[config.mk]
export PLATFORM = sky130hd
export DESIGN_NAME = interrupt_status_collector
export DESIGN_NICKNAME = d
export VERILOG_FILES = /design/src/verilog/int_status_pkg.sv /design/src/verilog/interrupt_status_collector.sv
export SDC_FILE = /design/constraint.sdc
export NUM_CORES = 1
export LEC_CHECK = 0
export BUFFER_PORTS_ARGS = -buffer_cell sky130_fd_sc_hd__buf_2
export CAP_MARGIN = 20
export CELL_PAD_IN_SITES_DETAIL_PLACEMENT = 2
export CELL_PAD_IN_SITES_GLOBAL_PLACEMENT = 2
export CORE_UTILIZATION = 30
export CTS_CLUSTER_DIAMETER = 30
export DETAILED_ROUTE_END_ITERATION = 10
export PLACE_DENSITY_LB_ADDON = 0.1
export SYNTH_ARGS = -nofsm -noshare
export SYNTH_HDL_FRONTEND = slang
export SYNTH_SLANG_ARGS = --single-unit
[constraint.sdc]
create_clock -name pclk -period 4.45 [get_ports pclk]
set_clock_uncertainty 0.15 [all_clocks]
set_input_delay 0.2225 -clock pclk [delete_from_list [all_inputs] [get_ports pclk]]
set_output_delay 0.2225 -clock pclk [all_outputs]
set_load 0.005 [all_outputs]
[src/verilog/int_status_pkg.sv]
// Constants for the interrupt status collector
package int_status_pkg;

  // Register byte offsets
  localparam logic [7:0] ADDR_INT_STATUS  = 8'h58;
  localparam logic [7:0] ADDR_INT_ENABLE  = 8'h5C;
  localparam logic [7:0] ADDR_BYTE_TEST   = 8'h64;
  localparam logic [7:0] ADDR_FIFO_LEVELS = 8'h68;
  localparam logic [7:0] ADDR_DROP_COUNT  = 8'hA0;
  localparam logic [7:0] ADDR_POWER_CTRL  = 8'hB8;

  // Status bit positions
  localparam int BIT_SOFT_IRQ       = 31;
  localparam int BIT_TX_HALTED      = 25;
  localparam int BIT_RX_HALTED      = 24;
  localparam int BIT_DROP_MIDPOINT  = 23;
  localparam int BIT_BUFFER_LOADED  = 21;
  localparam int BIT_COMPLETION     = 20;
  localparam int BIT_TIMER_WRAP     = 19;
  localparam int BIT_TRANSCEIVER    = 18;
  localparam int BIT_POWER_EVENT    = 17;
  localparam int BIT_TX_STAT_OVFL   = 16;
  localparam int BIT_OVERSIZE       = 15;
  localparam int BIT_RX_ERROR       = 14;
  localparam int BIT_TX_ERROR       = 13;
  localparam int BIT_TX_DATA_OVRUN  = 10;
  localparam int BIT_TX_SPACE_AVAIL = 9;
  localparam int BIT_TX_STAT_FULL   = 8;
  localparam int BIT_TX_STAT_LEVEL  = 7;
  localparam int BIT_FRAME_DROPPED  = 6;
  localparam int BIT_RX_STAT_FULL   = 4;
  localparam int BIT_RX_STAT_LEVEL  = 3;
  localparam int BIT_PIN_EVENT_LO   = 0;

  // Implemented bits; reserved positions read zero and ignore writes
  localparam logic [31:0] STATUS_IMPL_MASK = 32'h83BFE7DF;
  // Bits software may clear by writing one (transceiver bit excluded)
  localparam logic [31:0] STATUS_W1C_MASK  = 32'h83BBE7DF;

  // Field layout of the FIFO level register and the power control sleep bit
  localparam int TX_SPACE_LVL_LSB = 24;
  localparam int TX_STAT_LVL_LSB  = 16;
  localparam int RX_STAT_LVL_LSB  = 0;
  localparam int POWER_SLEEP_BIT  = 0;
  // Threshold fields of the FIFO level register; the middle byte reads zero
  localparam logic [31:0] LEVELS_IMPL_MASK = 32'hFFFF00FF;

  // Reset and constant values
  localparam logic [31:0] STATUS_RESET      = 32'h00000000;
  localparam logic [31:0] ENABLE_RESET      = 32'h00000000;
  localparam logic [31:0] FIFO_LEVELS_RESET = 32'h48000000;
  localparam logic [31:0] DROP_COUNT_RESET  = 32'h00000000;
  localparam logic [31:0] BYTE_TEST_VALUE   = 32'h87654321;
  localparam logic [31:0] DROP_MIDPOINT_OLD = 32'h7FFFFFFF;

  typedef enum logic {
    BUS_IDLE,
    BUS_READY
  } bus_state_type;

endpackage

[src/verilog/interrupt_status_collector.sv]
// Interrupt status register with APB access and event latching
//
// Contract
// - Writing one clears a latched status bit; zero leaves it; transceiver bit excepted.
// - Soft irq flag sets when soft trigger enable rises; write one clears it.
// - Transmit halted flag sets when stop is requested and transmitter has halted.
// - Receive halted flag sets when the receive engine reaches halted state.
// - Midpoint flag sets when drop counter steps from 7FFFFFFF to 80000000.
// - Buffer loaded flag sets when a notify-marked buffer is fully loaded.
// - Completion flag sets when programmed receive transfer count has been moved out.
// - Timer wrap flag sets when the timer counts through zero to FFFF.
// - Transceiver bit mirrors the transceiver event; host writes never change it.
// - Power event flag sets on matching event regardless of wake output; write clears.
// - No hold-off interval delays or suppresses the power event interrupt.
// - Overflow flag sets on a push into a full transmit status FIFO.
// - Oversize flag sets when a frame longer than 2048 bytes arrives.
// - Bit 14 sets on receive error; bit 13 sets on transmit error.
// - Data overrun flag sets on a write into the full transmit data FIFO.
// - Space flag sets while free transmit space exceeds the programmed threshold.
// - Bit 8 sets when transmit status FIFO full, bit 4 for receive.
// - Bit 7 sets when transmit status fill exceeds the programmed level.
// - Bit 6 sets each time an incoming frame is dropped.
// - Bit 3 sets when receive status fill exceeds the programmed level.
// - Bits 2..0 latch events from the three general-purpose pins.
// - Status bits latch regardless of the enable mask.
// - Master line asserts when any latched bit has its enable set.
`timescale 1ns/1ps
`default_nettype none

module interrupt_status_collector
(
  input  wire logic        pclk,
  input  wire logic        presetn,
  input  wire logic        psel,
  input  wire logic        penable,
  input  wire logic        pwrite,
  input  wire logic [31:0] paddr,
  input  wire logic [31:0] pwdata,
  input  wire logic [3:0]  pstrb,
  output logic      [31:0] prdata,
  output logic             pready,
  output logic             pslverr,
  input  wire logic        tx_stop_request,
  input  wire logic        tx_halted,
  input  wire logic        rx_halted,
  input  wire logic        frame_dropped,
  input  wire logic        buffer_loaded,
  input  wire logic        buffer_notify,
  input  wire logic        rx_count_done,
  input  wire logic        timer_wrap,
  input  wire logic        transceiver_event,
  input  wire logic        power_event,
  input  wire logic        tx_status_push,
  input  wire logic        tx_status_full,
  input  wire logic        rx_status_full,
  input  wire logic [7:0]  tx_status_used,
  input  wire logic [7:0]  rx_status_used,
  input  wire logic [7:0]  tx_free_blocks,
  input  wire logic        tx_data_write,
  input  wire logic        tx_data_full,
  input  wire logic        oversize_frame,
  input  wire logic        rx_error,
  input  wire logic        tx_error,
  input  wire logic [2:0]  pin_event,
  output logic             master_irq,
  output logic             power_irq,
  output logic             low_power
);

  typedef struct packed {
    int_status_pkg::bus_state_type bus;
    logic [31:0]                   rdata;
    logic                          ready;
    logic                          err;
    logic [31:0]                   status;
    logic [31:0]                   enable;
    logic [31:0]                   levels;
    logic [31:0]                   drops;
    logic                          sleep;
    logic                          tx_stop_seen;
    logic                          rx_halt_seen;
    logic                          irq;
    logic                          pwr_irq;
  } state_type;

  state_type state_q;
  state_type state_d;

  // True when a measured value is above its programmed field
  function automatic logic above_level
  (
    input logic [7:0] value,
    input logic [7:0] level
  );
    above_level = value > level;
  endfunction

  // Level register keeps only its three threshold fields
  function automatic logic [31:0] level_fields
  (
    input logic [31:0] value
  );
    level_fields = value & int_status_pkg::LEVELS_IMPL_MASK;
  endfunction

  // Register lane merge under the APB byte strobes
  function automatic logic [31:0] merge_lanes
  (
    input logic [31:0] old_value,
    input logic [31:0] new_value,
    input logic [3:0]  lanes
  );
    logic [31:0] result;
    result = old_value;
    for (int i = 0; i < 4; i++)
    begin
      if (lanes[i])
      begin
        result[i*8 +: 8] = new_value[i*8 +: 8];
      end
    end
    merge_lanes = result;
  endfunction

  // Offsets that answer without a slave error
  function automatic logic mapped
  (
    input logic [7:0] addr
  );
    case (addr)
      int_status_pkg::ADDR_INT_STATUS,
      int_status_pkg::ADDR_INT_ENABLE,
      int_status_pkg::ADDR_BYTE_TEST,
      int_status_pkg::ADDR_FIFO_LEVELS,
      int_status_pkg::ADDR_DROP_COUNT,
      int_status_pkg::ADDR_POWER_CTRL:
        mapped = 1'b1;
      default:
        mapped = 1'b0;
    endcase
  endfunction

  logic [7:0]  addr_lo;
  logic        upper_zero;
  logic        setup_phase;
  logic        write_commit;
  logic [31:0] set_bits;
  logic [31:0] clr_bits;
  logic [31:0] wmask;
  logic [31:0] next_enable;

  assign addr_lo    = paddr[7:0];
  assign upper_zero = (paddr[31:8] == 24'h000000) && (paddr[1:0] == 2'h0);

  always_comb
  begin
    state_d      = state_q;
    setup_phase  = psel && !penable;
    write_commit = 1'b0;
    set_bits     = 32'h00000000;
    clr_bits     = 32'h00000000;
    wmask        = 32'h00000000;
    next_enable  = state_q.enable;

    // APB slave: data prepared in setup, ready on first access edge
    case (state_q.bus)
      int_status_pkg::BUS_IDLE:
      begin
        state_d.ready = 1'b0;
        state_d.err   = 1'b0;
        if (setup_phase)
        begin
          state_d.bus   = int_status_pkg::BUS_READY;
          state_d.ready = 1'b1;
          state_d.err   = !(upper_zero && mapped(addr_lo));
          state_d.rdata = 32'h00000000;
          if (!pwrite && upper_zero)
          begin
            case (addr_lo)
              int_status_pkg::ADDR_INT_STATUS:
                state_d.rdata = state_q.status
                                & int_status_pkg::STATUS_IMPL_MASK;
              int_status_pkg::ADDR_INT_ENABLE:
                state_d.rdata = state_q.enable
                                & int_status_pkg::STATUS_IMPL_MASK;
              int_status_pkg::ADDR_BYTE_TEST:
                state_d.rdata = int_status_pkg::BYTE_TEST_VALUE;
              int_status_pkg::ADDR_FIFO_LEVELS:
                state_d.rdata = level_fields(state_q.levels);
              int_status_pkg::ADDR_DROP_COUNT:
                state_d.rdata = state_q.drops;
              int_status_pkg::ADDR_POWER_CTRL:
                state_d.rdata = {31'h00000000, state_q.sleep};
              default:
                state_d.rdata = 32'h00000000;
            endcase
          end
        end
      end
      int_status_pkg::BUS_READY:
      begin
        if (psel && penable)
        begin
          state_d.bus   = int_status_pkg::BUS_IDLE;
          state_d.ready = 1'b0;
          state_d.err   = 1'b0;
          write_commit  = pwrite && !state_q.err;
        end
        else if (!psel)
        begin
          // Master walked away mid-transfer; withdraw the answer
          state_d.bus   = int_status_pkg::BUS_IDLE;
          state_d.ready = 1'b0;
          state_d.err   = 1'b0;
        end
      end
      default:
      begin
        state_d.bus   = int_status_pkg::BUS_IDLE;
        state_d.ready = 1'b0;
        state_d.err   = 1'b0;
      end
    endcase

    // Register writes take effect on the completing access edge
    if (write_commit)
    begin
      wmask = merge_lanes(32'h00000000, 32'hFFFFFFFF, pstrb);
      case (addr_lo)
        int_status_pkg::ADDR_INT_STATUS:
          clr_bits = pwdata & wmask
                     & int_status_pkg::STATUS_W1C_MASK;
        int_status_pkg::ADDR_INT_ENABLE:
          next_enable = merge_lanes(state_q.enable, pwdata, pstrb)
                        & int_status_pkg::STATUS_IMPL_MASK;
        int_status_pkg::ADDR_BYTE_TEST:
          state_d.sleep = 1'b0;
        int_status_pkg::ADDR_FIFO_LEVELS:
          state_d.levels = level_fields(
            merge_lanes(state_q.levels, pwdata, pstrb));
        int_status_pkg::ADDR_POWER_CTRL:
          if (pstrb[0] && pwdata[int_status_pkg::POWER_SLEEP_BIT])
          begin
            state_d.sleep = 1'b1;
          end
        default:
        begin
        end
      endcase
    end
    state_d.enable = next_enable;

    // Soft trigger enable rising raises the soft flag
    set_bits[int_status_pkg::BIT_SOFT_IRQ] =
      next_enable[int_status_pkg::BIT_SOFT_IRQ]
      && !state_q.enable[int_status_pkg::BIT_SOFT_IRQ];

    state_d.tx_stop_seen = tx_stop_request && tx_halted;
    set_bits[int_status_pkg::BIT_TX_HALTED] =
      tx_stop_request && tx_halted && !state_q.tx_stop_seen;

    state_d.rx_halt_seen = rx_halted;
    set_bits[int_status_pkg::BIT_RX_HALTED] =
      rx_halted && !state_q.rx_halt_seen;

    if (frame_dropped)
    begin
      state_d.drops = state_q.drops + 32'h00000001;
    end
    set_bits[int_status_pkg::BIT_DROP_MIDPOINT] = frame_dropped
      && (state_q.drops == int_status_pkg::DROP_MIDPOINT_OLD);
    set_bits[int_status_pkg::BIT_FRAME_DROPPED] = frame_dropped;

    set_bits[int_status_pkg::BIT_BUFFER_LOADED] =
      buffer_loaded && buffer_notify;
    set_bits[int_status_pkg::BIT_COMPLETION] = rx_count_done;
    set_bits[int_status_pkg::BIT_TIMER_WRAP] = timer_wrap;
    set_bits[int_status_pkg::BIT_POWER_EVENT] = power_event;
    set_bits[int_status_pkg::BIT_TX_STAT_OVFL] =
      tx_status_push && tx_status_full;
    set_bits[int_status_pkg::BIT_OVERSIZE] = oversize_frame;
    set_bits[int_status_pkg::BIT_RX_ERROR] = rx_error;
    set_bits[int_status_pkg::BIT_TX_ERROR] = tx_error;
    set_bits[int_status_pkg::BIT_TX_DATA_OVRUN] =
      tx_data_write && tx_data_full;
    set_bits[int_status_pkg::BIT_TX_SPACE_AVAIL] = above_level(
      tx_free_blocks,
      state_q.levels[int_status_pkg::TX_SPACE_LVL_LSB +: 8]);
    set_bits[int_status_pkg::BIT_TX_STAT_FULL] = tx_status_full;
    set_bits[int_status_pkg::BIT_RX_STAT_FULL] = rx_status_full;
    set_bits[int_status_pkg::BIT_TX_STAT_LEVEL] = above_level(
      tx_status_used,
      state_q.levels[int_status_pkg::TX_STAT_LVL_LSB +: 8]);
    set_bits[int_status_pkg::BIT_RX_STAT_LEVEL] = above_level(
      rx_status_used,
      state_q.levels[int_status_pkg::RX_STAT_LVL_LSB +: 8]);
    set_bits[int_status_pkg::BIT_PIN_EVENT_LO +: 3] = pin_event;

    // Set beats clear; mask never gates latching
    state_d.status = ((state_q.status & ~clr_bits) | set_bits)
                     & int_status_pkg::STATUS_IMPL_MASK;
    // Transceiver bit only follows its source
    state_d.status[int_status_pkg::BIT_TRANSCEIVER] =
      transceiver_event;

    state_d.irq = |(state_d.status & state_d.enable);
    // Power interrupt path bypasses any hold-off timing
    state_d.pwr_irq = state_d.status[int_status_pkg::BIT_POWER_EVENT]
      && state_d.enable[int_status_pkg::BIT_POWER_EVENT];
  end

  always_ff @(posedge pclk or negedge presetn)
  begin
    if (!presetn)
    begin
      state_q.bus          <= int_status_pkg::BUS_IDLE;
      state_q.rdata        <= 32'h00000000;
      state_q.ready        <= 1'b0;
      state_q.err          <= 1'b0;
      state_q.status       <= int_status_pkg::STATUS_RESET;
      state_q.enable       <= int_status_pkg::ENABLE_RESET;
      state_q.levels       <= int_status_pkg::FIFO_LEVELS_RESET;
      state_q.drops        <= int_status_pkg::DROP_COUNT_RESET;
      state_q.sleep        <= 1'b0;
      state_q.tx_stop_seen <= 1'b0;
      state_q.rx_halt_seen <= 1'b0;
      state_q.irq          <= 1'b0;
      state_q.pwr_irq      <= 1'b0;
    end
    else
    begin
      state_q <= state_d;
    end
  end

  assign prdata     = state_q.rdata;
  assign pready     = state_q.ready;
  assign pslverr    = state_q.err;
  assign master_irq = state_q.irq;
  assign power_irq  = state_q.pwr_irq;
  assign low_power  = state_q.sleep;

endmodule

`default_nettype wire

==> impl_results.md, run 1 <==
- Initial core utilization: 0.307
- DR DRC count: 0
- Total Wirelength: 25,200 um
- Power share of the sequential group: 0.438
- Post-DP HPWL: 17,800 um
- Most instantiated library cell after synthesis: dfrtp_1
- Hold slack: 0.0779 ns
- CP endpoint kind: flip-flop
- Starting DRT DRC Count: 249
- Most common flop cell mapped by yosys: dfrtp_1
- Internal power: 2360 uW
- Max Fclk: 266 MHz
- Pwr dens: 334 nW/um^2
- Slew margin rel.: 0.386
- TritonCTS buffer count: 17
- Peak supply drop: 0.000201 V
- RSZ-0062 raised after global routing: false
- P&R area growth vs syn: 30.4%
- Yosys reg bits: 142
- Diodes inserted: 0
- Clock Power Share: 0.481
- Clk_lat worst skew: 0.42 ns
- Vias: 6,136
- Share of cells above drive strength 1: 0.294
- Final period util: 0.844
- Bufs on Longest Clock Path: 2
- ANT nets after route: 0
- Mean Syn Cell Area: 10.8 um^2
- Die Area: 24,700 um^2
- Hold Fails Final Rpt: 0
- Global route overflow: 0
- Cell count after synthesis: 667
- Reg area: 3560 um^2
- Share of the synthesized area in the top cell type: 0.485
- Synth cell count leaders: dfrtp_1, nand2_1, mux2_2, inv_1, buf_4
- Util after Layout: 0.400
- Io pins: 155
- Final nets: 1,000
- Syn Std Cell Area: 7220 um^2
- Total track usage: 0.214
- Worst hold path type: in -> async
- Avg Vias per Cell: 5.16
- First-pass GRT wire length: 39,200 um
- Die Y-Extent: 157 um
- Yosys cell types: 59
- CTS H-Tree Depth: 4
- IO Port Bufs: 152
- Vias in the first global route: 6,997
- Die Width: 157 um
- Pins Over Slew Limit: 0
- CP Launch Type: input pin
- CTS tree: built
- Syn Nets: 810
- Setup CP Type: in -> reg
- Sw frac: 0.250
- Largest net degree at the start of global routing: 111
- Status: finished, final reports clean
- Leak: 0.00437 uW
- Yosys top cell by area: dfrtp_1
- Multi-input gate area: 3190 um^2
- Sequential area share after synthesis: 0.492
- Crit-path max FO: 8
- Period minus WS final: 3.75 ns
- Clk root buf: clkbuf_16
- Non-filler cells, final: 1,189
- DR WL/cell: 21.2 um
- Synth area leaders: dfrtp_1, mux2_2, ha_1
- Initial antenna violation count: 0
- Rows: 56
- EDFF count, synth: 0
- Fill cells: 2,537
- Worst slew pin tran: 0.913 ns
- First drt pass iteration count: 6
- Setup Viol. Count Final: 0
- Synth warn: 0
- Placeable core region: 23,500 um^2
- Psw: 786 uW
- MaxCap Viol Count: 0
- Setup TNS: 0 ns
- Inst Count DP: 1,095
- Post-CTS resize count: 0
- Clock Sinks: 142
- Placer congestion estimate: 0.807
- Worst path required time: 4.59 ns
- Clk slew on worst S/H paths: 0.06 ns
- Post-synth ARST share: 1.00
- Crit path arrival time: 3.90 ns
- Logic pwr share: 0.082
==> sequential cells by signal, summed over array words and instances, names as in the netlist <==
register    count
master_irq      1
power_irq       1
prdata         32
low_power       1
pready          1
pslverr         1
state_q       105
==> per-layer routing <==
metal  track usage  up-vias  wire, um
met1         0.269     3149     11100
met4        0.0610        0       348
met3        0.0355       23      1030
li1              -     2802         -
met5             0        -         0
met2         0.377      162     12700
==> final cells by class <==
| class | count | share of cell area |
|---|---|---|
| Sequential cell | 142 | 0.377 |
| Multi-Input combinational cell | 431 | 0.339 |
| Timing Repair Buffer | 229 | 0.161 |
| Clock buffer | 18 | 0.0466 |
| Tap cell | 319 | 0.0424 |
| Clock inverter | 14 | 0.0193 |
| Inverter | 36 | 0.0143 |
==> through the flow <==
step	cell area [um^2]	setup WS, ns	total power [uW]
after floorplan	7220	1.08	1470
after global placement	8160	0.789	1610
after detailed placement	8160	0.790	1620
after CTS	9400	0.681	3190
after global routing	9420	0.586	3280
final	9420	0.696	3150
==> layout by cell type (no fill, tap or decap), types with 9 or more instances in the layout <==
cell	n
a21o_1	15
a21oi_1	15
a221oi_1	14
a222oi_1	9
a22o_1	17
a22oi_1	9
a31oi_1	10
buf_2	151
buf_4	15
clkbuf_16	17
dfrtp_1	140
dlygate4sd3_1	61
ha_1	25
inv_1	36
mux2_2	46
nand2_1	56
nand3_1	25
nand4_1	18
nor2_1	23
o21ai_0	28
xnor2_1	23
==> logic make-up (layout without fill, tap and decap cells) <==
family	count (synthesis)	count (layout)	share of synthesized area
buffers and inverters	94	297	0.0656
DFF	142	142	0.492
adders and majority gates	25	25	0.0433
and+or+nand+nor	191	191	0.150
muxes	48	48	0.0745
AOI/OAI and AO/OA	136	136	0.137
xor gates and xnor gates	31	31	0.0376
==> timing repair <==
action / CTS / global route
endpoints found under the hold margin: 183 / 0
buffers inserted: 0 / 0
hold buffers: 61 / 0
==> critical path, stage by stage <==
cell and delay [ns]:
dlygate4sd3_1 0.53, buf_2 0.15, nand4bb_1 0.49, or4b_4 0.76
a221o_1 0.35, and2_1 0.19, a221o_1 0.27, or4_1 0.40
or4_1 0.52
==> final timing paths <==
| kind | from | end | slack (ns) | cells after the start |
|---|---|---|---|---|
| max | paddr[5] | master_irq$_DFF_PN0_ | 0.70 | 9 |
| min | presetn | prdata[16]$_DFFE_PN0P_ | 0.08 | 2 |
| max reg2reg | pslverr$_DFFE_PN0P_ | master_irq$_DFF_PN0_ | 1.00 | 7 |
| min reg2reg | state_q[3]$_DFF_PN0_ | state_q[126]$_DFF_PN0_ | 0.32 | 1 |
| max in group asynchronous | presetn | state_q[93]$_DFF_PN0_ | 3.32 | 3 |
| min in group pclk | pstrb[2] | state_q[124]$_DFF_PN0_ | 0.09 | 3 |
==> power by group through the flow <==
| stage | clock network, uW | registers, uW | logic (uW) |
|---|---|---|---|
| after floorplan | 0 | 1380 | 91.3 |
| after global placement | 0 | 1400 | 207 |
| after detailed placement | 0 | 1400 | 219 |
| after CTS | 1550 | 1380 | 260 |
| after global routing | 1600 | 1380 | 289 |
| final | 1510 | 1380 | 257 |
No activity file was read; power rests on OpenSTA's default activity.
==> run 2, diff against run 1 <==
ABC_AREA = 1   (was default)
clock period = 3.7 ns   (was 4.45 ns; I/O delays follow)
==> impl_results.md, run 2 <==
- CP endpoint kind: flip-flop
- TritonCTS buffer count: 17
- Most frequent cells in the layout: nand2_1, buf_2, dfrtp_1
- Synth area leaders: dfrtp_1, nand2_1, inv_1
- Register-to-Register Path Depth: 8
- Worst slew pin tran: 0.957 ns
- Peak supply drop: 0.000207 V
- FF-to-FF Start: state_q[167]$_DFF_PN0_
- Setup CP Type: in -> reg
- Setup TNS: 0 ns
- Syn Std Cell Area: 7980 um^2
- Hold Fails Final Rpt: 0
- Hold Crit Start: pwrite
- EDFF count, synth: 0
- Max Fclk: 314 MHz
- CP max stage cell: dlygate4sd3_1
- Synth warn: 0
- Largest net degree at the start of global routing: 94
- Starting DRT DRC Count: 302
- P&R area growth vs syn: 25.1%
- Worst path required time: 3.91 ns
- Share of cells above drive strength 1: 0.193
- First drt pass iteration count: 5
- Most instantiated library cell after synthesis: nand2_1
- Initial antenna violation count: 0
- Clk root buf: clkbuf_16
- Vias: 7,339
- Yosys reg bits: 142
- Io pins: 155
- Worst path bufs/invs: 6
- MaxCap Viol Count: 0
- Largest family of logic cells by synthesized area: simple AND/OR/NAND/NOR gates
- Initial core utilization: 0.306
- ANT nets after route: 0
- Sw frac: 0.254
- CTS tree: built
- Crit-path max FO: 33
- Clk_lat worst skew: 0.43 ns
- Mean Syn Cell Area: 7.79 um^2
- Leak: 0.00526 uW
- Post-DP HPWL: 21,400 um
- Syn Nets: 1,167
- Avg Vias per Cell: 4.75
- CP delay by family, top: buffers and inverters
- Crit path arrival time: 3.40 ns
- Worst R2R Setup Slack: 1.28 ns
- WHS Endpoint: prdata[12]$_DFFE_PN0P_
- Internal power: 2900 uW
- Yosys top cell by area: dfrtp_1
- Diodes inserted: 0
- Xor-xnor portion of the synthesized cell area: 0.0340
- Reg with most FFs: state_q
- Non-filler cells, final: 1,544
- Slew margin rel.: 0.362
- Clock Power Share: 0.485
- Synth cell count leaders: nand2_1, dfrtp_1, inv_1, nor2_1, buf_4
- Vias in the first global route: 8,188
- Placer congestion estimate: 0.806
- First-pass GRT wire length: 45,500 um
- Power share of the sequential group: 0.425
- Total track usage: 0.225
- Commonest non-fill, non-tap cell in the layout: nand2_1
- Die Width: 165 um
- RSZ-0062 raised after global routing: false
- Bufs on Longest Clock Path: 2
- Max reg flops: 105
- Critical path cell sequence: dlygate4sd3_1 > buf_2 > nor2_2 > dlygate4sd3_1 > inv_1 > nor2_1 > inv_2 > nor2_1 > nand4_1 > nor2_2 > buf_4 > o21ai_1 > nand2_1
- Pwr dens: 389 nW/um^2
- Most common flop cell mapped by yosys: dfrtp_1
- Final period util: 0.862
- Setup Viol. Count Final: 0
- Worst hold path type: in -> reg
- Placeable core region: 26,100 um^2
- Post-CTS Setup Bufs: 0
- DR DRC count: 0
- Period minus WS final: 3.19 ns
- DR WL/cell: 18.8 um
- Share of the synthesized area in the top cell type: 0.439
- Post-synth ARST share: 1.00
- Final nets: 1,339
- CP Launch Type: input pin
- Synth Area in Simple Gates: 0.318
- Logic pwr share: 0.090
- Pins Over Slew Limit: 0
- IO Port Bufs: 152
- Worst r2r dst: prdata[16]$_DFFE_PN0P_
- CTS H-Tree Depth: 4
- Status: finished, final reports clean
- Inst Count DP: 1,464
- Total Wirelength: 29,000 um
- Cell count after synthesis: 1,024
- Global route overflow: 0
- Yosys cell types: 41
- Worst Hold Depth: 4
- Rows: 59
- Die Area: 27,200 um^2
- Sequential area share after synthesis: 0.446
- Slowest stage delay, CP: 0.59 ns
- Mux contribution to synthesized area: 0.00565
- Psw: 984 uW
- Die Y-Extent: 165 um
- Post-Synth Adder-Cell Area: 0.0392
- Clk slew on worst S/H paths: 0.06 ns
- Post-synthesis compound-gate area fraction: 0.0551
- Clock Sinks: 142
## run 2: cell count changes in the layout (fill, tap and decap cells not counted), sizes merged, moves of 12 or more
cell	previous run	this run
o21ai	28	10
dlygate4sd3	61	48
nand3	25	37
inv	41	110
nor2	23	71
mux2	46	4
nand2	56	421
a221oi	14	1
nor3	2	28
a21o	15	3
## run 2: worst max path at each step
stage / startpoint / end / depth (start not counted)
global route: penable / prdata[16]$_DFFE_PN0P_ / 13
detailed placement: psel / prdata[16]$_DFFE_PN0P_ / 12
finish: penable / prdata[16]$_DFFE_PN0P_ / 13
global placement: psel / prdata[16]$_DFFE_PN0P_ / 12
CTS: penable / prdata[16]$_DFFE_PN0P_ / 13
floorplan: pslverr$_DFFE_PN0P_ / master_irq$_DFF_PN0_ / 14
## run 2: routing by layer
| metal | vias to the layer above | part of all wire | wire, um | global-route usage |
|---|---|---|---|---|
| met5 | - | 0 | 0 | 0 |
| met4 | 0 | 0.012 | 355 | 0.0530 |
| met2 | 135 | 0.48 | 14000 | 0.385 |
| li1 | 3561 | - | - | - |
| met3 | 17 | 0.030 | 876 | 0.0261 |
| met1 | 3626 | 0.47 | 13700 | 0.300 |
## run 2: cells by family (layout without fill, tap and decap cells)
logic type,Yosys count,in the layout
adder cells (fa/ha/maj),25,25
AND/OR/NAND/NOR,591,591
buffers and inverters,166,351
AO/OA/AOI/OAI,65,65
XOR/XNOR,31,31
multiplexers,4,4
flip-flops,142,142
## run 2: area by class of cell
cell class / count / area [um^2]
clock buffers: 20 / 447
clock inverters: 12 / 184
fillers: 3074 / 16100
inverters: 108 / 405
multi-input cells: 716 / 3610
flip-flops and latches: 142 / 3560
well taps: 335 / 419
repair buffers: 211 / 1360
## run 2: power groups by stage
stage | Combinational [uW] | Sequential, uW | Clock, uW
after global placement | 303 | 1670 | 0
after detailed placement | 317 | 1680 | 0
after CTS | 356 | 1650 | 1920
after global routing | 392 | 1650 | 1980
final | 348 | 1650 | 1880
after floorplan | 150 | 1660 | 0
## run 2: timing repair
action | in CTS | in global routing
hold endpoints to repair | 144 | 0
hold buffers | 48 | 0
gates resized for setup | 0 | 0
## run 2: per-stage QoR
step	util	hold slack, ns	setup WS, ns	power [uW]	area, um^2
3_3_place_gp	0.340	0.160	1.13	1980	8860
3_5_place_dp	0.340	0.165	1.09	1990	8860
4_1_cts	0.383	0.00198	0.459	3920	9970
2_1_floorplan	-	-0.261	1.93	1810	7980
6_report	0.383	0.00454	0.512	3880	9970
5_1_grt	0.383	0.0338	0.297	4030	9970
## run 2: worst register-to-register path, cell delays in order (launching register included)
cell     delay (ns)
dfrtp_1        0.41
nor2_1         0.34
inv_2          0.39
nor2_1         0.19
nand4_1        0.12
nor2_2         0.14
buf_4          0.32
o21ai_1        0.19
nand2_1        0.09
